`src/eq_store_recall_pkg.sv`:
```
// Constants, bus carrier and state types for the equalizer store and recall block.
//------------------------------------------------------------------------------
//------------------------------------------------------------------------------
package eq_store_recall_pkg;

   //---------------------------------------------------------------------------
   // Sizes and timing.
   //---------------------------------------------------------------------------
   localparam int LANE_COUNT = 4;
   localparam int PATH_COUNT = 2;
   localparam int EQ_W = 8;
   localparam int SEL_W = 4;
   localparam int ADDR_W = 6;
   localparam int RECALL_BUF_COUNT = 3;
   localparam int CLK_PERIOD_NS = 50;
   localparam int TRANS_TIME_NS = 1000;
   localparam int TRANS_CYCLES = (TRANS_TIME_NS + CLK_PERIOD_NS - 1) / CLK_PERIOD_NS;
   localparam int STORE_CYCLES = 2;

   //---------------------------------------------------------------------------
   // Register byte offsets.
   //---------------------------------------------------------------------------
   localparam logic [ADDR_W-1:0] OFF_CAP = 6'h00;
   localparam logic [ADDR_W-1:0] OFF_LANE_CTRL = 6'h04;
   localparam logic [ADDR_W-1:0] OFF_STORE = 6'h08;
   localparam logic [ADDR_W-1:0] OFF_RECALL0 = 6'h0c;
   localparam logic [ADDR_W-1:0] OFF_RECALL1 = 6'h10;
   localparam logic [ADDR_W-1:0] OFF_APPLY = 6'h14;
   localparam logic [ADDR_W-1:0] OFF_RECALLED = 6'h18;
   localparam logic [ADDR_W-1:0] OFF_MOD_CTRL = 6'h1c;
   localparam logic [ADDR_W-1:0] OFF_PATH_CTRL = 6'h20;
   localparam logic [ADDR_W-1:0] OFF_STATUS = 6'h24;
   localparam logic [ADDR_W-1:0] OFF_EQ_VALUE = 6'h28;

   //---------------------------------------------------------------------------
   // Field positions and reset values.
   //---------------------------------------------------------------------------
   localparam int ENABLE_LSB = 0;
   localparam int FREEZE_LSB = 8;
   localparam int OVERRIDE_LSB = 16;
   localparam int APPLY_REINIT_LSB = 0;
   localparam int APPLY_NOW_LSB = 4;
   localparam int LOWPWR_BIT = 0;
   localparam int SWRESET_BIT = 1;
   localparam int PATH_INIT_LSB = 0;
   localparam int PATH_ACT_LSB = 8;
   localparam int STAT_PATH_LSB = 8;
   localparam logic [31:0] RST_MOD_CTRL = 32'h0000_0001;

   //---------------------------------------------------------------------------
   // State enumerations and the Avalon-MM request carrier.
   //---------------------------------------------------------------------------
   typedef enum logic [2:0] {
      MOD_RESET, MOD_MGMT_INIT, MOD_LOW_PWR, MOD_PWR_UP, MOD_READY, MOD_PWR_DN, MOD_FAULT
   } module_state_e;

   typedef enum logic [2:0] {
      PATH_DEACTIVATED, PATH_INITIALIZING, PATH_INITIALIZED_STATE, PATH_ACTIVATING,
      PATH_ACTIVATED_STATE, PATH_DEINIT
   } path_state_e;

   typedef struct packed {
      logic read;
      logic write;
      logic [ADDR_W-1:0] address;
      logic [31:0] writedata;
      logic [3:0] byteenable;
   } avm_req_s;

endpackage : eq_store_recall_pkg

```
`src/adaptive_eq_store_recall.sv`:
```
// Per-lane adaptive equalizer store and recall with module and path state machines.
`timescale 1ns/1ps
module adaptive_eq_store_recall #(
   parameter int LANES = eq_store_recall_pkg::LANE_COUNT,
   parameter int PATHS = eq_store_recall_pkg::PATH_COUNT,
   parameter int RECALL_BUFS = eq_store_recall_pkg::RECALL_BUF_COUNT
) (
   input wire logic mclk,
   input wire logic rst,
   input wire eq_store_recall_pkg::avm_req_s busReq,
   output logic busWaitrequest,
   output logic [31:0] busReaddata,
   input wire logic faultIn,
   input wire logic [LANES-1:0][eq_store_recall_pkg::EQ_W-1:0] adaptTarget,
   output logic [LANES-1:0][eq_store_recall_pkg::EQ_W-1:0] eqSetting,
   output logic [LANES-1:0] adaptRun
);
   import eq_store_recall_pkg::*;

   localparam int LPP = LANES / PATHS;

   //---------------------------------------------------------------------------
   // Whole module state.
   //---------------------------------------------------------------------------
   typedef struct packed {
      module_state_e modState;
      path_state_e [PATHS-1:0] pathState;
      logic [7:0] modCnt;
      logic [PATHS-1:0][7:0] pathCnt;
      logic [31:0] laneCtrl;
      logic [31:0] modCtrl;
      logic [31:0] pathCtrl;
      logic [1:0][31:0] recallReg;
      logic [LANES-1:0][SEL_W-1:0] recalled;
      logic [LANES-1:0][EQ_W-1:0] eq;
      logic [LANES-1:0] storing;
      logic [LANES-1:0][SEL_W-1:0] storeBuf;
      logic [LANES-1:0][1:0] storeCnt;
      logic [RECALL_BUFS-1:0][LANES-1:0][EQ_W-1:0] mem;
      logic ack;
      logic [31:0] rdata;
   } state_s;

   state_s s_q;
   state_s s_d;
   logic wrFire;
   logic [31:0] storeWord;
   logic [31:0] applyWord;
   logic [1:0] applyFire;
   logic softReset;
   logic [SEL_W-1:0] sel;

   //---------------------------------------------------------------------------
   // Helpers.
   //---------------------------------------------------------------------------
   // Merges write data into an old word under the byte enables.
   function automatic logic [31:0] beMerge(input logic [31:0] old, input logic [31:0] wd,
                                           input logic [3:0] be);
      logic [31:0] r;
      r = old;
      for (int b = 0; b < 4; b++) begin
         if (be[b]) begin
            r[8*b +: 8] = wd[8*b +: 8];
         end
      end
      return r;
   endfunction : beMerge

   // True on the last cycle of a bounded transient state.
   function automatic logic timerDone(input logic [7:0] c);
      return c == 8'(TRANS_CYCLES - 1);
   endfunction : timerDone

   // True for a buffer number that names an implemented buffer.
   function automatic logic bufValid(input logic [SEL_W-1:0] b);
      return (b != '0) && (int'(b) <= RECALL_BUFS);
   endfunction : bufValid

   // True when a path state accepts immediate stores.
   function automatic logic pathLive(input path_state_e p);
      return (p == PATH_INITIALIZED_STATE) || (p == PATH_ACTIVATED_STATE);
   endfunction : pathLive

   //---------------------------------------------------------------------------
   // Outputs. Adaptation runs only while enabled, unfrozen, not storing and ready.
   //---------------------------------------------------------------------------
   assign busWaitrequest = (busReq.read | busReq.write) & ~s_q.ack;
   assign busReaddata = s_q.rdata;
   assign eqSetting = s_q.eq;
   always_comb begin
      for (int l = 0; l < LANES; l++) begin
         adaptRun[l] = s_q.laneCtrl[ENABLE_LSB + l] & ~s_q.laneCtrl[FREEZE_LSB + l] &
                       ~s_q.storing[l] & (s_q.modState == MOD_READY);
      end
   end

   //---------------------------------------------------------------------------
   // Next-state logic: bus slave, state machines, lanes.
   //---------------------------------------------------------------------------
   always_comb begin
      s_d = s_q;
      sel = '0;
      wrFire = busReq.write & s_q.ack;
      storeWord = '0;
      applyWord = '0;
      softReset = 1'b0;
      s_d.ack = (busReq.read | busReq.write) & ~s_q.ack;
      // Read data is captured in the wait cycle and stands at the completing edge.
      if (busReq.read && !s_q.ack) begin
         if (busReq.address == OFF_CAP) begin
            s_d.rdata = 32'(RECALL_BUFS);
         end else if (busReq.address == OFF_LANE_CTRL) begin
            s_d.rdata = s_q.laneCtrl;
         end else if (busReq.address == OFF_RECALL0) begin
            s_d.rdata = s_q.recallReg[0];
         end else if (busReq.address == OFF_RECALL1) begin
            s_d.rdata = s_q.recallReg[1];
         end else if (busReq.address == OFF_RECALLED) begin
            s_d.rdata = 32'(s_q.recalled);
         end else if (busReq.address == OFF_MOD_CTRL) begin
            s_d.rdata = s_q.modCtrl;
         end else if (busReq.address == OFF_PATH_CTRL) begin
            s_d.rdata = s_q.pathCtrl;
         end else if (busReq.address == OFF_STATUS) begin
            s_d.rdata = 32'(s_q.modState) | (32'(s_q.pathState) << STAT_PATH_LSB);
         end else if (busReq.address == OFF_EQ_VALUE) begin
            s_d.rdata = 32'(s_q.eq);
         end else begin
            s_d.rdata = '0;
         end
      end
      // Writes take effect at the edge where waitrequest is low; triggers read as zero.
      if (wrFire) begin
         if (busReq.address == OFF_LANE_CTRL) begin
            s_d.laneCtrl = beMerge(s_q.laneCtrl, busReq.writedata, busReq.byteenable);
         end else if (busReq.address == OFF_STORE) begin
            storeWord = beMerge('0, busReq.writedata, busReq.byteenable);
         end else if (busReq.address == OFF_RECALL0) begin
            s_d.recallReg[0] = beMerge(s_q.recallReg[0], busReq.writedata, busReq.byteenable);
         end else if (busReq.address == OFF_RECALL1) begin
            s_d.recallReg[1] = beMerge(s_q.recallReg[1], busReq.writedata, busReq.byteenable);
         end else if (busReq.address == OFF_APPLY) begin
            applyWord = beMerge('0, busReq.writedata, busReq.byteenable);
         end else if (busReq.address == OFF_MOD_CTRL) begin
            s_d.modCtrl = beMerge(s_q.modCtrl, busReq.writedata, busReq.byteenable);
            softReset = s_d.modCtrl[SWRESET_BIT];
         end else if (busReq.address == OFF_PATH_CTRL) begin
            s_d.pathCtrl = beMerge(s_q.pathCtrl, busReq.writedata, busReq.byteenable);
         end
      end
      for (int k = 0; k < 2; k++) begin
         applyFire[k] = applyWord[APPLY_REINIT_LSB + k] | applyWord[APPLY_NOW_LSB + k];
      end
      // The single module-wide machine; fault outranks all but reset.
      s_d.modCnt = s_q.modCnt + 8'd1;
      case (s_q.modState)
         MOD_RESET: begin
            s_d.modState = MOD_MGMT_INIT;
            s_d.modCnt = '0;
         end
         MOD_MGMT_INIT, MOD_PWR_UP, MOD_PWR_DN: begin
            if (timerDone(s_q.modCnt)) begin
               s_d.modState = (s_q.modState == MOD_PWR_UP) ? MOD_READY : MOD_LOW_PWR;
            end
         end
         MOD_LOW_PWR: begin
            if (!s_q.modCtrl[LOWPWR_BIT]) begin
               s_d.modState = MOD_PWR_UP;
               s_d.modCnt = '0;
            end
         end
         MOD_READY: begin
            if (s_q.modCtrl[LOWPWR_BIT]) begin
               s_d.modState = MOD_PWR_DN;
               s_d.modCnt = '0;
            end
         end
         default: begin
            s_d.modState = MOD_FAULT;
         end
      endcase
      if (faultIn && s_q.modState != MOD_RESET) begin
         s_d.modState = MOD_FAULT;
      end
      // One independent path machine per path, PATHS per instance, run only in the ready state.
      for (int p = 0; p < PATHS; p++) begin
         s_d.pathCnt[p] = s_q.pathCnt[p] + 8'd1;
         if (s_q.modState != MOD_READY) begin
            s_d.pathState[p] = PATH_DEACTIVATED;
         end else if (!s_q.pathCtrl[PATH_INIT_LSB + p] && s_q.pathState[p] != PATH_DEACTIVATED
                      && s_q.pathState[p] != PATH_DEINIT) begin
            s_d.pathState[p] = PATH_DEINIT;
            s_d.pathCnt[p] = '0;
         end else begin
            case (s_q.pathState[p])
               PATH_DEACTIVATED: begin
                  if (s_q.pathCtrl[PATH_INIT_LSB + p]) begin
                     s_d.pathState[p] = PATH_INITIALIZING;
                     s_d.pathCnt[p] = '0;
                  end
               end
               PATH_INITIALIZING: begin
                  if (timerDone(s_q.pathCnt[p])) begin
                     s_d.pathState[p] = PATH_INITIALIZED_STATE;
                  end
               end
               PATH_INITIALIZED_STATE: begin
                  if (s_q.pathCtrl[PATH_ACT_LSB + p]) begin
                     s_d.pathState[p] = PATH_ACTIVATING;
                     s_d.pathCnt[p] = '0;
                  end
               end
               PATH_ACTIVATING: begin
                  if (timerDone(s_q.pathCnt[p])) begin
                     s_d.pathState[p] = PATH_ACTIVATED_STATE;
                  end
               end
               PATH_ACTIVATED_STATE: begin
                  if (!s_q.pathCtrl[PATH_ACT_LSB + p]) begin
                     s_d.pathState[p] = PATH_INITIALIZED_STATE;
                  end
               end
               default: begin
                  if (timerDone(s_q.pathCnt[p])) begin
                     s_d.pathState[p] = PATH_DEACTIVATED;
                  end
               end
            endcase
            // A reinitializing apply reruns initialization of a live path.
            if ((applyWord[APPLY_REINIT_LSB] | applyWord[APPLY_REINIT_LSB + 1]) &&
                pathLive(s_q.pathState[p])) begin
               s_d.pathState[p] = PATH_INITIALIZING;
               s_d.pathCnt[p] = '0;
            end
         end
      end
      // Per-lane adaptation, store progress, store launch and recall.
      for (int l = 0; l < LANES; l++) begin
         if (adaptRun[l]) begin
            if (s_q.eq[l] < adaptTarget[l]) begin
               s_d.eq[l] = EQ_W'(s_q.eq[l] + 1'b1);
            end else if (s_q.eq[l] > adaptTarget[l]) begin
               s_d.eq[l] = EQ_W'(s_q.eq[l] - 1'b1);
            end
         end
         if (s_q.storing[l]) begin
            s_d.storeCnt[l] = s_q.storeCnt[l] + 2'd1;
            if (s_q.storeCnt[l] == 2'(STORE_CYCLES - 1)) begin
               s_d.mem[int'(s_q.storeBuf[l]) - 1][l] = s_q.eq[l];
               s_d.storing[l] = 1'b0;
            end
         end else if (storeWord[SEL_W*l +: SEL_W] != '0 && s_q.laneCtrl[ENABLE_LSB + l] &&
                      bufValid(storeWord[SEL_W*l +: SEL_W]) &&
                      pathLive(s_q.pathState[l / LPP])) begin
            s_d.storing[l] = 1'b1;
            s_d.storeBuf[l] = storeWord[SEL_W*l +: SEL_W];
            s_d.storeCnt[l] = '0;
         end
         // Recall goes to the equalizer only on an apply; the override bit is not consulted.
         for (int k = 0; k < 2; k++) begin
            sel = s_q.recallReg[k][SEL_W*l +: SEL_W];
            if (applyFire[k] && bufValid(sel) && s_q.laneCtrl[ENABLE_LSB + l] &&
                !s_q.storing[l]) begin
               s_d.eq[l] = s_q.mem[int'(sel) - 1][l];
               s_d.recalled[l] = sel;
            end
         end
      end
      if (softReset) begin
         s_d = '0;
         s_d.modCtrl = RST_MOD_CTRL;
      end
   end

   //---------------------------------------------------------------------------
   // State register.
   //---------------------------------------------------------------------------
   always_ff @(posedge mclk or posedge rst) begin
      if (rst) begin
         s_q <= '0;
         s_q.modCtrl <= RST_MOD_CTRL;
      end else begin
         s_q <= s_d;
      end
   end
endmodule : adaptive_eq_store_recall

```
`config.mk`:
```
export PLATFORM = sky130hd
export DESIGN_NAME = adaptive_eq_store_recall
export DESIGN_NICKNAME = d
export VERILOG_FILES = /design/src/eq_store_recall_pkg.sv /design/src/adaptive_eq_store_recall.sv
export SDC_FILE = /design/constraint.sdc
export NUM_CORES = 1
export LEC_CHECK = 0
export BUFFER_PORTS_ARGS = -buffer_cell sky130_fd_sc_hd__buf_4
export CELL_PAD_IN_SITES_DETAIL_PLACEMENT = 1
export CELL_PAD_IN_SITES_GLOBAL_PLACEMENT = 1
export CORE_ASPECT_RATIO = 0.7
export CORE_MARGIN = 2
export CORE_UTILIZATION = 51
export CTS_BUF_LIST = sky130_fd_sc_hd__clkbuf_16
export DETAILED_ROUTE_END_ITERATION = 8
export GPL_TIMING_DRIVEN = 0
export MAX_ROUTING_LAYER = met4
export PLACE_DENSITY = 0.93
export SLEW_MARGIN = 20
export SYNTH_ARGS = -nofsm -noshare
export SYNTH_HDL_FRONTEND = slang
export SYNTH_SLANG_ARGS = --single-unit
```
`constraint.sdc`:
```
create_clock -name mclk -period 23.3 [get_ports mclk]
set_input_delay 1.165 -clock mclk [delete_from_list [all_inputs] [get_ports mclk]]
set_output_delay 1.165 -clock mclk [all_outputs]
set_load 0.005 [all_outputs]
```
==> flow_metrics.env <==
export IMPL_synth_top_cell_area_share_pct=44.88
export IMPL_grt_pass1_vias=22139
export IMPL_grt_total_usage_pct=39.79
export IMPL_synth_edf_count=0
export IMPL_fp_coreArea_um2=42570
export IMPL_cts_inserted_buffers=42
export IMPL_rsz0062_at_grt="false"
export IMPL_ctsHoldBuffers=0
export IMPL_post_cts_buffers=0
export IMPL_fin_hold_ws_ns=0.4851
export IMPL_yosys_warnings=0
export IMPL_rows=63
export IMPL_final_hold_viol_count=0
export IMPL_layoutNonFillerInstCount=3237
export IMPL_via_per_inst=6.601
export IMPL_period_share_pct=20.77
export IMPL_setup_tns_final_ns=0
export IMPL_p_leak_nw=11.59
export IMPL_r2r_start="s_q[32]"
export IMPL_max_cap_violations=0
export IMPL_crit_fanout=10
export IMPL_gr_total_overflow=0
export IMPL_cts_root_buf="clkbuf_16"
export IMPL_dp_hpwl_um=63220
export IMPL_drv_slew=0
export IMPL_synth_fa_ha_area_share_pct=4.420
export IMPL_post_cts_resized=0
export IMPL_synth_area_per_cell_um2=9.013
export IMPL_power_switching_w=0.0004845
export IMPL_drc=0
export IMPL_wl_um=87040
export IMPL_synthMuxAreaShare_pct=5.839
export IMPL_crit_type="in2reg"
export IMPL_p_sw_share_pct=29.04
export IMPL_combinationalPowerShare_pct=12.2
export IMPL_crit_chain="buf_4 -> nand2_1 -> nor4_1 -> clkbuf_1 -> nand2_1 -> clkbuf_1 -> clkbuf_1 -> clkbuf_1 -> o21ai_0 -> a211oi_1"
export IMPL_synth_area_um2=22130
export IMPL_synth_cell_types=78
export IMPL_path_common_cell="clkbuf_1"
export IMPL_die_area_um2=45110
export IMPL_dr_pass1_iters=6
export IMPL_fill_cells=4962
export IMPL_timing_fmax_ghz=0.2066
export IMPL_fin_skew_ns=0.03888
export IMPL_drtIter0Drc=2530
export IMPL_cts_tree="done"
export IMPL_start_util_pct=52.00
export IMPL_worstRegToRegCells=9
export IMPL_io_pins=148
export IMPL_clockPowerShare_pct=40.7
export IMPL_p_seq_share_pct=47.1
export IMPL_slew_headroom_pct=20.90
export IMPL_htree_levels=2
export IMPL_critPathLaunch="busReq[42]"
export IMPL_synthTopCellsByArea="dfrtp_1 (45%), o21ai_0 (5.1%), nand2_1 (5.0%)"
export IMPL_die_w_um=253.0
export IMPL_multi_input_area_um2=10800
export IMPL_yosysTopAreaCell="dfrtp_1"
export IMPL_r2r_end="eqSetting[23]"
export IMPL_dp_cells=3157
export IMPL_final_common_cell="dfrtp_1"
export IMPL_synth_compound_area_share_pct=20.92
export IMPL_clkSlewWorstSetupHoldPaths_ns=0.06
export IMPL_powerDensity_nw_per_um2=65.69
export IMPL_ff2ff_setup_slack_ns=18.65
export IMPL_p_int_w=0.001184
export IMPL_fin_crit_ns=4.840
export IMPL_final_layout_size_suffix_gt1_share_pct=12.19
export IMPL_vias=21367
export IMPL_clock_sinks=398
export IMPL_synth_simple_gate_area_share_pct=16.01
export IMPL_synthXorXnorAreaFrac_pct=1.583
export IMPL_mostFrequentLayoutCells="dfrtp_1 (397), nand2_1 (297), nor2_1 (267), o21ai_0 (225), buf_4 (211)"
export IMPL_synth_top_family_by_area="compound AO/OA/AOI/OAI gates"
export IMPL_worstSetupEndpointType="flip-flop"
export IMPL_die_h_um=178.3
export IMPL_drtAntennaViolNets=0
export IMPL_layout_area_overhead_vs_synth_pct=14.73
export IMPL_slowest_delay_ns=0.76
export IMPL_min_path_type="reg2reg"
export IMPL_peakVddDrop_v=0.00004660
export IMPL_worstMarginPinSlew_ns=1.174
export IMPL_finalSetupViolCount=0
export IMPL_wire_per_inst_um=26.89
export IMPL_synthArstFlopShare_pct=100.0
export IMPL_yosysSeqAreaShare_pct=45.00
export IMPL_grt_pass1_wl_um=132500
export IMPL_critPathRequiredTime_ns=23.72
export IMPL_synth_net_count=2610
export IMPL_status="finished clean"
export IMPL_cts_buffer_depth=3
export IMPL_final_nets=2803
export IMPL_ff_latch_area_um2=9961
export IMPL_synthesis_instances=2456
export IMPL_insertion_delay_ns=0.59
export IMPL_ys_seq_elements=398
export IMPL_crit_end="eqSetting[23]"
export IMPL_portBuffers=145
export IMPL_grt_antenna_before_repair=3
export IMPL_ys_flop_type="dfrtp_1"
export IMPL_cp_arrival_ns=5.26
export IMPL_critPathSlowestCell="clkbuf_1"
export IMPL_grt_max_degree=109
export IMPL_gp_congestion=1.042
export IMPL_cp_start_kind="primary input"
## worst max-delay path, delay by kind of cell
kind	cells	cell delay (ns)
buffers and inverters	5	2.58
AO/OA/AOI/OAI	2	0.70
AND/OR/NAND/NOR	3	0.79
## cells by family after synthesis
family / Yosys count
buf+inv: 292
xor+xnor: 40
flops: 398
compound gates: 735
fa+ha+maj: 76
mux: 127
simple gates: 788
## metrics by stage
step	util (%)	instance area, um2	setup WS [ns]	total power [W]
CTS	59.64	25390	18.81	0.001662
global placement	56.18	23910	6.989	0.0009692
global route	59.65	25390	18.48	0.001721
floorplan	-	22140	11.07	0.0009081
detailed placement	56.46	24030	18.35	0.0009899
finish	59.66	25390	18.46	0.001668
## synthesized netlist by cell type (all sizes together) (23+ instances only)
cell type,count
a21oi,203
nor3,31
dfrtp,397
clkbuf,115
nand3,46
a31oi,29
a22oi,41
buf,95
a211oi,27
a21o,33
nor2,268
ha,71
xnor2,23
a22o,54
nand2,299
a221oi,29
inv,80
o21ai,233
mux2i,110
nor2b,28
## flip-flops by register name, summed over array words and instances (netlist names)
| name | flops |
|---|---|
| s_q | 334 |
| busReaddata | 32 |
| eqSetting | 32 |
## worst min path at each step
stage                          startpoint         endpoint  slack [ns]  depth (start not counted)
after floorplan           busReaddata[12]  busReaddata[12]        0.44                          2
after global placement           s_q[364]         s_q[364]        0.46                          2
after detailed placement         s_q[288]         s_q[288]        0.47                          2
after CTS                        s_q[275]         s_q[275]        0.49                          2
after global routing             s_q[152]         s_q[152]        0.51                          1
final                            s_q[262]         s_q[262]        0.49                          2
## area by class of cell
class | count | area share [%]
plain buffers | 210 | 4.213
repair buffers | 149 | 4.720
inverters | 82 | 1.242
clock inverters | 35 | 1.197
multi-input cells | 1766 | 42.52
diodes | 3 | 0.02956
clock buffers | 42 | 4.139
flip-flops and latches | 398 | 39.22
well taps | 552 | 2.720
## layer usage
metal  track usage, %  wire length, um
met4            14.82             3436
met3            10.58             9251
met5                -                0
met2            59.66            38880
met1            51.96            35470
## power groups by stage
stage | sequential (W) | clock (W) | combinational, W
after floorplan | 0.000777 | 0 | 0.000131
after detailed placement | 0.000794 | 0 | 0.000196
after global placement | 0.000789 | 0 | 0.000180
final | 0.000785 | 0.000679 | 0.000204
after CTS | 0.000783 | 0.000679 | 0.000201
after global routing | 0.000789 | 0.000709 | 0.000223
Note: power is estimated with default switching activity, not from simulation.
